==> config.mk <==
export PLATFORM = sky130hd
export DESIGN_NAME = atfs_sequencer
export DESIGN_NICKNAME = d
export VERILOG_FILES = /design/src/shared/atfs_pkg.sv /design/src/atfs_itrig.sv /design/src/atfs_pack.sv /design/src/atfs_sequencer.sv
export SDC_FILE = /design/constraint.sdc
export NUM_CORES = 1
export LEC_CHECK = 0
export CAP_MARGIN = 20
export CELL_PAD_IN_SITES_DETAIL_PLACEMENT = 0
export CELL_PAD_IN_SITES_GLOBAL_PLACEMENT = 1
export CORE_MARGIN = 2
export CORE_UTILIZATION = 51
export DETAILED_ROUTE_END_ITERATION = 6
export DONT_BUFFER_PORTS = 1
export PLACE_DENSITY_LB_ADDON = 0.1
export SYNTH_ARGS = -nofsm -noshare
export SYNTH_HDL_FRONTEND = slang
export SYNTH_SLANG_ARGS = --single-unit
==> constraint.sdc <==
create_clock -name core_clk -period 7.5 [get_ports core_clk]
set_input_delay 0.75 -clock core_clk [delete_from_list [all_inputs] [get_ports core_clk]]
set_output_delay 0.75 -clock core_clk [all_outputs]
set_load 0.02 [all_outputs]
==> src/shared/atfs_pkg.sv <==
`default_nettype none
package atfs_pkg;
    // register word index on the plain register port
    localparam int ADDR_W = 3;
    localparam int DATA_W = 32;
    localparam logic [ADDR_W-1:0] OFS_CTRL = 3'h0;
    localparam logic [ADDR_W-1:0] OFS_COUNT = 3'h1;
    localparam logic [ADDR_W-1:0] OFS_DELAY = 3'h2;
    localparam logic [ADDR_W-1:0] OFS_CHAN = 3'h3;
    localparam logic [ADDR_W-1:0] OFS_STATUS = 3'h4;
    localparam logic [ADDR_W-1:0] OFS_REMAIN = 3'h5;
    // control word fields
    localparam int CTRL_W = 10;
    localparam int CTRL_RUN = 0;
    localparam int CTRL_CNT_EN = 1;
    localparam int CTRL_SRC_LO = 2;
    localparam int CTRL_SRC_HI = 3;
    localparam int CTRL_CONT = 4;
    localparam int CTRL_AUTO = 5;
    localparam int CTRL_MASTER = 6;
    localparam int CTRL_IE_FRAME = 7;
    localparam int CTRL_IE_HALF = 8;
    localparam int CTRL_IE_XFER = 9;
    localparam logic [CTRL_W-1:0] CTRL_RST = 10'h002;
    // trigger source codes
    localparam logic [1:0] SRC_ANALOG = 2'h0;
    localparam logic [1:0] SRC_DIGITAL = 2'h1;
    localparam logic [1:0] SRC_INTERNAL = 2'h2;
    // status word fields
    localparam int ST_BUSY = 0;
    localparam int ST_ARMED = 1;
    localparam int ST_OVF = 2;
    localparam int ST_HALF = 3;
    localparam int ST_FULL = 4;
    localparam int ST_EMPTY = 5;
    localparam int ST_FRAME = 6;
    localparam int ST_XFER = 7;
    localparam int ST_W = 8;
    // widths and reset values
    localparam int CNT_W = 24;
    localparam int SAMPLE_W = 16;
    localparam int CHAN_W = 4;
    localparam int CHAN_SEL_LO = 0;
    localparam logic [CNT_W-1:0] COUNT_RST = 24'h000000;
    localparam logic [CNT_W-1:0] DELAY_RST = 24'h000000;
    localparam logic [CHAN_W-1:0] CHAN_RST = 4'h0;
endpackage : atfs_pkg
`default_nettype wire

==> src/atfs_itrig.sv <==
`timescale 1ns/1ps
`default_nettype none
module atfs_itrig (
    input wire logic core_clk,
    input wire logic reset,
    input wire logic ce,
    input wire logic enable,
    input wire logic start,
    input wire logic continuous,
    input wire logic [atfs_pkg::CNT_W-1:0] period,
    input wire logic sample_tick,
    output logic trig
);
    import atfs_pkg::*;

    logic [CNT_W-1:0] cnt_reg;
    logic [CNT_W-1:0] cnt_next;
    logic pend_reg;
    logic pend_next;
    logic trig_next;
    wire fire = enable && sample_tick && (cnt_reg == '0) &&
                (pend_reg || continuous);

    // pulses only in the cycle after a sample tick, so triggers line up with the a/d clock
    always_comb begin
        cnt_next = cnt_reg;
        pend_next = pend_reg;
        trig_next = 1'b0;
        if (!enable) begin
            cnt_next = '0;
            pend_next = 1'b0;
        end else if (start) begin
            cnt_next = '0;
            pend_next = 1'b1;
        end else if (fire) begin
            cnt_next = period;
            pend_next = 1'b0;
            trig_next = 1'b1;
        end else if (sample_tick && cnt_reg != '0) begin
            cnt_next = cnt_reg - 1'b1;
        end
    end

    always_ff @(posedge core_clk or posedge reset) begin
        if (reset) begin
            cnt_reg <= '0;
            pend_reg <= 1'b0;
            trig <= 1'b0;
        end else if (ce) begin
            cnt_reg <= cnt_next;
            pend_reg <= pend_next;
            trig <= trig_next;
        end
    end
endmodule : atfs_itrig
`default_nettype wire

==> src/atfs_pack.sv <==
`timescale 1ns/1ps
`default_nettype none
module atfs_pack (
    input wire logic core_clk,
    input wire logic reset,
    input wire logic ce,
    input wire logic clear,
    input wire logic in_valid,
    input wire logic [atfs_pkg::SAMPLE_W-1:0] in_data,
    input wire logic fifo_full,
    output logic wr_valid,
    output logic [2*atfs_pkg::SAMPLE_W-1:0] wr_data,
    output logic overflow
);
    import atfs_pkg::*;

    logic half_reg;
    logic [SAMPLE_W-1:0] low_reg;
    wire pair_done = in_valid && half_reg;
    wire accept = pair_done && !fifo_full;

    always_ff @(posedge core_clk or posedge reset) begin
        if (reset) begin
            half_reg <= 1'b0;
            low_reg <= '0;
            wr_valid <= 1'b0;
            wr_data <= '0;
            overflow <= 1'b0;
        end else if (ce) begin
            wr_valid <= accept;
            overflow <= pair_done && fifo_full;
            if (clear) begin
                half_reg <= 1'b0;
            end else if (in_valid) begin
                half_reg <= !half_reg;
                if (!half_reg) begin
                    low_reg <= in_data;
                end
            end
            if (accept) begin
                wr_data <= {in_data, low_reg};
            end
        end
    end
endmodule : atfs_pack
`default_nettype wire

==> src/atfs_sequencer.sv <==
//////////////////////////////////////////////////////////////////////////////
//////////////////////////////////////////////////////////////////////////////
//
// The placing of the registers and the plain strobed port were left to the implementer.
`timescale 1ns/1ps
`default_nettype none
module atfs_sequencer #(
    parameter int FIFO_WORDS = 4096,
    parameter int FIFO_CNT_W = 13
) (
    input wire logic core_clk,
    input wire logic reset,
    input wire logic ce,
    input wire logic [atfs_pkg::ADDR_W-1:0] reg_addr,
    input wire logic [atfs_pkg::DATA_W-1:0] reg_wdata,
    input wire logic reg_we,
    input wire logic reg_re,
    output logic [atfs_pkg::DATA_W-1:0] reg_rdata,
    input wire logic sample_tick,
    input wire logic [atfs_pkg::SAMPLE_W-1:0] sample_data,
    input wire logic ana_trip_pin,
    input wire logic dig_trig_pin,
    input wire logic [atfs_pkg::CHAN_W-1:0] module_top_chan,
    input wire logic [FIFO_CNT_W-1:0] fifo_count,
    input wire logic xfer_done,
    output logic fifo_wr_valid,
    output logic [2*atfs_pkg::SAMPLE_W-1:0] fifo_wr_data,
    output logic [atfs_pkg::CHAN_W-1:0] chan_addr,
    output logic trig_out,
    output logic acquiring,
    output logic frame_done_interrupt,
    output logic pci_irq
);
    import atfs_pkg::*;

    generate
        if (FIFO_WORDS < 2 || FIFO_WORDS >= (1 << FIFO_CNT_W)) begin : g_chk
            $error("atfs_sequencer: FIFO_WORDS does not fit FIFO_CNT_W");
        end
    endgenerate

    typedef enum logic [1:0] {IDLE, ARMED, ACQ} atfs_state_t;

    //////////////////////////////////////////////////////////////////////////
    // pin synchronisers
    localparam int SYN_W = CHAN_W + 2;
    logic [SYN_W-1:0] syn1_reg;
    logic [SYN_W-1:0] syn2_reg;
    logic [1:0] trig_prev_reg;
    wire [SYN_W-1:0] pins = {module_top_chan, dig_trig_pin, ana_trip_pin};
    wire [CHAN_W-1:0] top_chan = syn2_reg[SYN_W-1:2];

    always_ff @(posedge core_clk or posedge reset) begin
        if (reset) begin
            syn1_reg <= '0;
            syn2_reg <= '0;
            trig_prev_reg <= '0;
        end else if (ce) begin
            syn1_reg <= pins;
            syn2_reg <= syn1_reg;
            trig_prev_reg <= syn2_reg[1:0];
        end
    end

    wire [1:0] pin_edge = syn2_reg[1:0] & ~trig_prev_reg;

    //////////////////////////////////////////////////////////////////////////
    // registers
    logic [CTRL_W-1:0] ctrl_reg;
    logic [CNT_W-1:0] count_reg;
    logic [CNT_W-1:0] delay_reg;
    logic [CHAN_W-1:0] chan_sel_reg;
    logic ovf_reg;
    logic frame_flag_reg;
    logic half_flag_reg;
    logic xfer_flag_reg;
    logic half_prev_reg;
    logic run_prev_reg;

    wire wr_ctrl = reg_we && reg_addr == OFS_CTRL;
    wire wr_count = reg_we && reg_addr == OFS_COUNT;
    wire wr_delay = reg_we && reg_addr == OFS_DELAY;
    wire wr_chan = reg_we && reg_addr == OFS_CHAN;
    wire wr_status = reg_we && reg_addr == OFS_STATUS;

    wire run = ctrl_reg[CTRL_RUN];
    wire cnt_en = ctrl_reg[CTRL_CNT_EN];
    wire [1:0] src = ctrl_reg[CTRL_SRC_HI:CTRL_SRC_LO];
    wire auto_inc = ctrl_reg[CTRL_AUTO];
    wire arm_evt = run && !run_prev_reg;

    // fifo flags from occupancy alone
    wire fifo_half = fifo_count >= FIFO_CNT_W'(FIFO_WORDS / 2);
    wire fifo_full = fifo_count >= FIFO_CNT_W'(FIFO_WORDS);
    wire fifo_empty = fifo_count == '0;

    //////////////////////////////////////////////////////////////////////////
    // trigger selection
    logic int_trig;
    atfs_itrig u_itrig (
        .core_clk(core_clk),
        .reset(reset),
        .ce(ce),
        .enable(run && src == SRC_INTERNAL),
        .start(arm_evt),
        .continuous(ctrl_reg[CTRL_CONT]),
        .period(delay_reg),
        .sample_tick(sample_tick),
        .trig(int_trig)
    );

    // one source, one common start pulse
    wire trig_sel = (src == SRC_ANALOG) ? pin_edge[0] :
                    (src == SRC_DIGITAL) ? pin_edge[1] :
                    (src == SRC_INTERNAL) ? int_trig : 1'b0;

    //////////////////////////////////////////////////////////////////////////
    // frame sequencer
    atfs_state_t state_reg;
    atfs_state_t state_next;
    logic [CNT_W-1:0] remain_reg;
    logic [CNT_W-1:0] remain_next;
    logic [CHAN_W-1:0] chan_next;

    wire take = state_reg == ARMED && trig_sel;
    wire sample_in = state_reg == ACQ && sample_tick;
    wire last = sample_in && cnt_en && remain_reg == '0;
    wire single_int = src == SRC_INTERNAL && !ctrl_reg[CTRL_CONT];

    always_comb begin
        state_next = state_reg;
        remain_next = remain_reg;
        if (!run) begin
            state_next = IDLE;
        end else begin
            unique case (state_reg)
                IDLE: begin
                    if (arm_evt) begin
                        state_next = ARMED;
                        remain_next = count_reg;
                    end
                end
                ARMED: begin
                    if (trig_sel) begin
                        state_next = ACQ;
                        remain_next = count_reg;
                    end
                end
                ACQ: begin
                    if (last) begin
                        // halt after one frame in single internal mode
                        state_next = single_int ? IDLE : ARMED;
                        remain_next = count_reg;
                    end else if (sample_in && cnt_en) begin
                        remain_next = remain_reg - 1'b1;
                    end
                    // counter off: runs until run is cleared
                end
            endcase
        end
    end

    // channel address moves with each sample taken in ACQ, whether or not it reaches the fifo
    wire [CHAN_W-1:0] chan_inc = (chan_addr >= top_chan) ? '0 :
                                 chan_addr + 1'b1;
    always_comb begin
        chan_next = chan_addr;
        if (!auto_inc) begin
            chan_next = chan_sel_reg;
        end else if (arm_evt) begin
            chan_next = '0;
        end else if (sample_in) begin
            chan_next = chan_inc;
        end
    end

    //////////////////////////////////////////////////////////////////////////
    // sample packing into fifo words
    logic pack_ovf;
    atfs_pack u_pack (
        .core_clk(core_clk),
        .reset(reset),
        .ce(ce),
        .clear(arm_evt),
        .in_valid(sample_in),
        .in_data(sample_data),
        .fifo_full(fifo_full),
        .wr_valid(fifo_wr_valid),
        .wr_data(fifo_wr_data),
        .overflow(pack_ovf)
    );

    //////////////////////////////////////////////////////////////////////////
    // state and register updates
    wire half_rise = fifo_half && !half_prev_reg;
    wire [ST_W-1:0] clr = wr_status ? reg_wdata[ST_W-1:0] : '0;

    always_ff @(posedge core_clk or posedge reset) begin
        if (reset) begin
            state_reg <= IDLE;
            remain_reg <= COUNT_RST;
            chan_addr <= CHAN_RST;
            run_prev_reg <= 1'b0;
            half_prev_reg <= 1'b0;
            trig_out <= 1'b0;
            acquiring <= 1'b0;
            frame_done_interrupt <= 1'b0;
        end else if (ce) begin
            state_reg <= state_next;
            remain_reg <= remain_next;
            chan_addr <= chan_next;
            run_prev_reg <= run;
            half_prev_reg <= fifo_half;
            trig_out <= ctrl_reg[CTRL_MASTER] && int_trig;
            acquiring <= state_next == ACQ;
            frame_done_interrupt <= last && ctrl_reg[CTRL_IE_FRAME];
        end
    end

    // sticky flags: a set in the clear cycle wins
    always_ff @(posedge core_clk or posedge reset) begin
        if (reset) begin
            ctrl_reg <= CTRL_RST;
            count_reg <= COUNT_RST;
            delay_reg <= DELAY_RST;
            chan_sel_reg <= CHAN_RST;
            ovf_reg <= 1'b0;
            frame_flag_reg <= 1'b0;
            half_flag_reg <= 1'b0;
            xfer_flag_reg <= 1'b0;
        end else if (ce) begin
            if (wr_ctrl) ctrl_reg <= reg_wdata[CTRL_W-1:0];
            if (wr_count) count_reg <= reg_wdata[CNT_W-1:0];
            if (wr_delay) delay_reg <= reg_wdata[CNT_W-1:0];
            if (wr_chan) chan_sel_reg <= reg_wdata[CHAN_W-1:0];
            ovf_reg <= pack_ovf || (ovf_reg && !clr[ST_OVF]);
            frame_flag_reg <= last || (frame_flag_reg && !clr[ST_FRAME]);
            half_flag_reg <= half_rise || (half_flag_reg && !clr[ST_HALF]);
            xfer_flag_reg <= xfer_done || (xfer_flag_reg && !clr[ST_XFER]);
        end
    end

    wire irq_next = (frame_flag_reg && ctrl_reg[CTRL_IE_FRAME]) ||
                    (half_flag_reg && ctrl_reg[CTRL_IE_HALF]) ||
                    (xfer_flag_reg && ctrl_reg[CTRL_IE_XFER]);

    //////////////////////////////////////////////////////////////////////////
    // read port, data one cycle after the strobe
    logic [DATA_W-1:0] rd_mux;
    wire [ST_W-1:0] status = {xfer_flag_reg, frame_flag_reg, fifo_empty,
                              fifo_full, half_flag_reg, ovf_reg,
                              state_reg == ARMED, state_reg == ACQ};
    always_comb begin
        rd_mux = '0;
        unique case (reg_addr)
            OFS_CTRL: rd_mux = DATA_W'(ctrl_reg);
            OFS_COUNT: rd_mux = DATA_W'(count_reg);
            OFS_DELAY: rd_mux = DATA_W'(delay_reg);
            OFS_CHAN: rd_mux = DATA_W'(chan_sel_reg);
            OFS_STATUS: rd_mux = DATA_W'(status);
            OFS_REMAIN: rd_mux = DATA_W'(remain_reg);
            default: rd_mux = '0;
        endcase
    end

    always_ff @(posedge core_clk or posedge reset) begin
        if (reset) begin
            reg_rdata <= '0;
            pci_irq <= 1'b0;
        end else if (ce) begin
            reg_rdata <= reg_re ? rd_mux : '0;
            pci_irq <= irq_next;
        end
    end
endmodule : atfs_sequencer
`default_nettype wire

==> Flow_metrics.wiki <==
{| class="wikitable"
! Metric !! Value
|-
| Outcome || finished, final reports clean
|-
| Final clock skew || 0.008633 ns
|-
| Setup repair after global routing missed its margin || no
|-
| Worst setup startpoint || u_itrig.cnt_reg[18]
|-
| Most frequent cells after synthesis || sky130_fd_sc_hd__dfrtp_1 (216), sky130_fd_sc_hd__mux2_2 (126), sky130_fd_sc_hd__nand2_1 (57)
|-
| Synthesized cell area || 0.01127 mm²
|-
| Most instantiated library cell after synthesis || sky130_fd_sc_hd__dfrtp_1
|-
| Critical path start-end classification || reg2reg
|-
| Count of endpoints failing hold in the final timing report || 0
|-
| Category of the worst setup path launch point || flop
|-
| Hold-fix buffers at CTS || 0
|-
| Drt first-iter violations || 769
|-
| Min-Delay Path Class || in2async
|-
| Highest clock rate || 312.7 MHz
|-
| Met2 wirelength from detailed routing || 14120 µm
|-
| Wire length on met1 || 13690 µm
|-
| Largest voltage drop on the vdd net || 0.2071 mV
|-
| Distinct cell type count of the synthesized netlist || 80
|-
| Number of antenna violations at the first check in global routing || 1
|-
| Ratio of final minimum period to clock period || 0.4265
|-
| Most flop-heavy register || u_pack.wr_data
|-
| Worst-skew pair later-pin latency || 0.54 ns
|-
| Number of optimization iterations in the first detailed-route pass || 5
|-
| Max Cap Violations || 0
|-
| Maximum number of pins on one net before global-route repair || between 90 and 100
|-
| Wire length of the first global-routing pass || 50170 µm
|-
| Yosys reg bits || 217
|-
| Number of synthesized flops with an enable pin || 0
|-
| Reg2reg end || u_itrig.cnt_reg[11]
|-
| Remaining design rule violation count || 0
|-
| Number of rows in the core area || 54
|-
| Relative slew margins || 0.2109
|-
| Total via count in the routed design || 8659
|-
| Total wirelength of the detailed-routed design || 31650 µm
|-
| Worst r2r path cells || 5
|-
| Sinks on the clock net || 217
|-
| Number of slew-limit violations in the final report || 0
|-
| CTS root buf || sky130_fd_sc_hd__clkbuf_16
|-
| Number of flip-flops under the largest register name || 32
|-
| Area overhead of the layout relative to synthesis || 9.313%
|-
| Critical register-to-register path startpoint || u_itrig.cnt_reg[18]
|-
| Number of buffers added by the clock tree synthesis step || 25
|-
| Global routing usage summed across all routing layers || 0.2692
|-
| Top-area cell type share of the netlist area || 0.4795
|-
| Predominant post-synthesis flop cell || sky130_fd_sc_hd__dfrtp_1
|-
| Total power density per cell area || 317.0 mW/mm²
|-
| Diode insertion count for antenna repair || 0
|-
| Clock-pin slew reported for the worst setup and hold paths after clock tree synthesis || 0.06 ns
|-
| Static Leakage || 0.005299 µW
|-
| Buffers on Ports || 0
|-
| Worst Path Required || a little under 8 ns
|-
| Mean post-synth cell area || roughly 11 µm²
|-
| Sequential cell area fraction in the yosys report || 0.4819
|-
| Proportion of synthesized flip-flops having asynchronous set or reset || 1.000
|-
| Syn. warnings || 0
|-
| Gr ovfl total || 0
|-
| Data arrival time of the worst path || 3.56 ns
|-
| Sum of net half-perimeters after detailed placement || 21680 µm
|-
| Worst setup slack for register-to-register paths || 4.30 ns
|-
| Worst setup path end || u_itrig.cnt_reg[11]
|-
| Largest buffer count on any clock path || 3
|-
| Met3 WL post-DR || roughly 2800 µm
|-
| Final-report setup violation count || 0
|-
| Min cycle time layout || 3.198 ns
|-
| Initial standard-cell utilization of the core || 0.5181
|-
| Final weighted congestion of routability-driven global placement || just under 0.9
|-
| Core occupancy in the finished layout || 0.5664
|-
| Floorplan die area || 0.02331 mm²
|-
| Setup fix buffers added after clock tree synthesis || 0
|-
| Die extent in y || ~150 µm
|-
| Ports placed on the boundary || 150
|-
| Cells after Synth || 1051
|-
| Number of vias per cell || ~6.6
|-
| Via count of the first global-routing pass || 8576
|-
| Highest fanout seen on the critical path || 11
|-
| Element type at the critical path end || flop
|-
| Final net count || between 1000 and 1500
|-
| Routed Antenna Nets || 0
|-
| Uppermost routed layer || met5
|-
| H-tree depth || 1
|-
| Largest cells by area after synthesis || sky130_fd_sc_hd__dfrtp_1 (48%), sky130_fd_sc_hd__mux2_2 (13%), sky130_fd_sc_hd__o2bb2ai_1 (3.0%)
|-
| Count of cells resized by post-cts repair || 0
|-
| Actual transition at the worst max-transition pin || 1.176 ns
|-
| Fraction of layout instances using a drive strength above 1 || 0.1998
|-
| Wire per inst || about 24 µm
|-
| Cell type contributing the most total cell area after synthesis || sky130_fd_sc_hd__dfrtp_1
|-
| TritonCTS clock tree || yes
|-
| Final Hold Slack || 0.1173 ns
|-
| Width of the chip || 152.7 µm
|-
| Core area || 0.02176 mm²
|-
| Final total negative setup slack || 0 ns
|}
[through the flow]
stage	cells	total power, µW	setup WS, ns	area, µm²
4_1_cts	1320	3916	4.392	12310
6_report	1321	3906	4.302	12320
3_5_place_dp	1278	2618	4.405	11460
5_1_grt	1321	4110	4.117	12320
3_3_place_gp	1277	2607	4.422	11450
2_1_floorplan	1058	2337	0.8157	11300
[area by class of cell]
class                           instances  area, µm²
Clock buffer                           30      654.4
Clock inverter                         12      203.9
Fill cell                            1910       9434
Inverter                               38      150.1
Multi-Input combinational cell        726       5396
Sequential cell                       217       5431
Tap cell                              280      350.3
Timing Repair Buffer                   18      135.1
[worst max-delay path: stages (launching register included)]
cell                       delay [ns]
sky130_fd_sc_hd__dfrtp_1         0.40
sky130_fd_sc_hd__nor4_1          0.55
sky130_fd_sc_hd__nand4_1         0.52
sky130_fd_sc_hd__o31a_1          0.45
sky130_fd_sc_hd__o21ai_1         0.91
sky130_fd_sc_hd__o211ai_1        0.20
[worst min path at each step]
stage                  endpoint  cells past startpoint         from
floorplan           syn2_reg[3]                      2  syn1_reg[3]
global placement    syn2_reg[3]                      2  syn1_reg[3]
detailed placement  syn2_reg[4]                      2  syn1_reg[4]
CTS                 syn1_reg[4]                      1        reset
global route        syn1_reg[3]                      1        reset
finish              syn1_reg[4]                      1        reset
[cell families after synthesis]
kind of cell,Yosys count,share of synthesized area
and+or+nand+nor,288,0.1394
DFF,217,0.4819
other,1,0.0003327
AOI/OAI and AO/OA,267,0.1729
adders and majority gates,12,0.01332
buffers and inverters,115,0.04273
muxes,151,0.1494
[per-layer routing]
| layer | global-route usage | vias to the layer above |
|---|---|---|
| met1 | 0.3734 | 4299 |
| met2 | 0.4185 | 382 |
| li1 | - | 3913 |
| met3 | 0.06940 | 63 |
| met5 | 0 | - |
| met4 | 0.08201 | 2 |
[power breakdown]
group	total, µW	switching [µW]	internal (µW)
clock	1290	493	794
sequential	1630	267	1370
combinational	986	580	406
[cell usage in the layout, fill, tap and decap left out, types with 4 or more instances in the layout]
master                      netlist  final
sky130_fd_sc_hd__a211o_1          4      4
sky130_fd_sc_hd__a21o_1           9      9
sky130_fd_sc_hd__a21oi_1         41     40
sky130_fd_sc_hd__a22o_1           8      8
sky130_fd_sc_hd__a22oi_1         34     34
sky130_fd_sc_hd__a2bb2oi_1        8      8
sky130_fd_sc_hd__a31oi_1          4      4
sky130_fd_sc_hd__and2_1           9      9
sky130_fd_sc_hd__and3_1          11     11
sky130_fd_sc_hd__and4_1           4      4
sky130_fd_sc_hd__buf_4            9     18
sky130_fd_sc_hd__bufinv_16        0      5
sky130_fd_sc_hd__clkbuf_1        55      4
sky130_fd_sc_hd__clkbuf_16        0     25
sky130_fd_sc_hd__clkinv_2         0      5
sky130_fd_sc_hd__conb_1           1      8
sky130_fd_sc_hd__dfrtp_1        216    216
sky130_fd_sc_hd__ha_1            12     12
sky130_fd_sc_hd__inv_1           37     36
sky130_fd_sc_hd__mux2_2         126    126
sky130_fd_sc_hd__mux2i_1         22     22
sky130_fd_sc_hd__nand2_1         57     57
sky130_fd_sc_hd__nand2b_1         4      4
sky130_fd_sc_hd__nand3_1         22     22
sky130_fd_sc_hd__nand4_1          9      9
sky130_fd_sc_hd__nor2_1          53     52
sky130_fd_sc_hd__nor3_1          35     35
sky130_fd_sc_hd__nor4_1          25     25
sky130_fd_sc_hd__nor4b_1          6      6
sky130_fd_sc_hd__o211ai_1        11     11
sky130_fd_sc_hd__o21ai_0         28     28
sky130_fd_sc_hd__o21ai_1         15     15
sky130_fd_sc_hd__o221ai_1        19     19
sky130_fd_sc_hd__o22a_1           6      6
sky130_fd_sc_hd__o22ai_1          5      5
sky130_fd_sc_hd__o2bb2ai_1       39     39
sky130_fd_sc_hd__o31ai_1          4      4
sky130_fd_sc_hd__or2_2            6      6
sky130_fd_sc_hd__or3_1            6      6
sky130_fd_sc_hd__or4_1           12     12
Power figures use the tool's default switching activity.
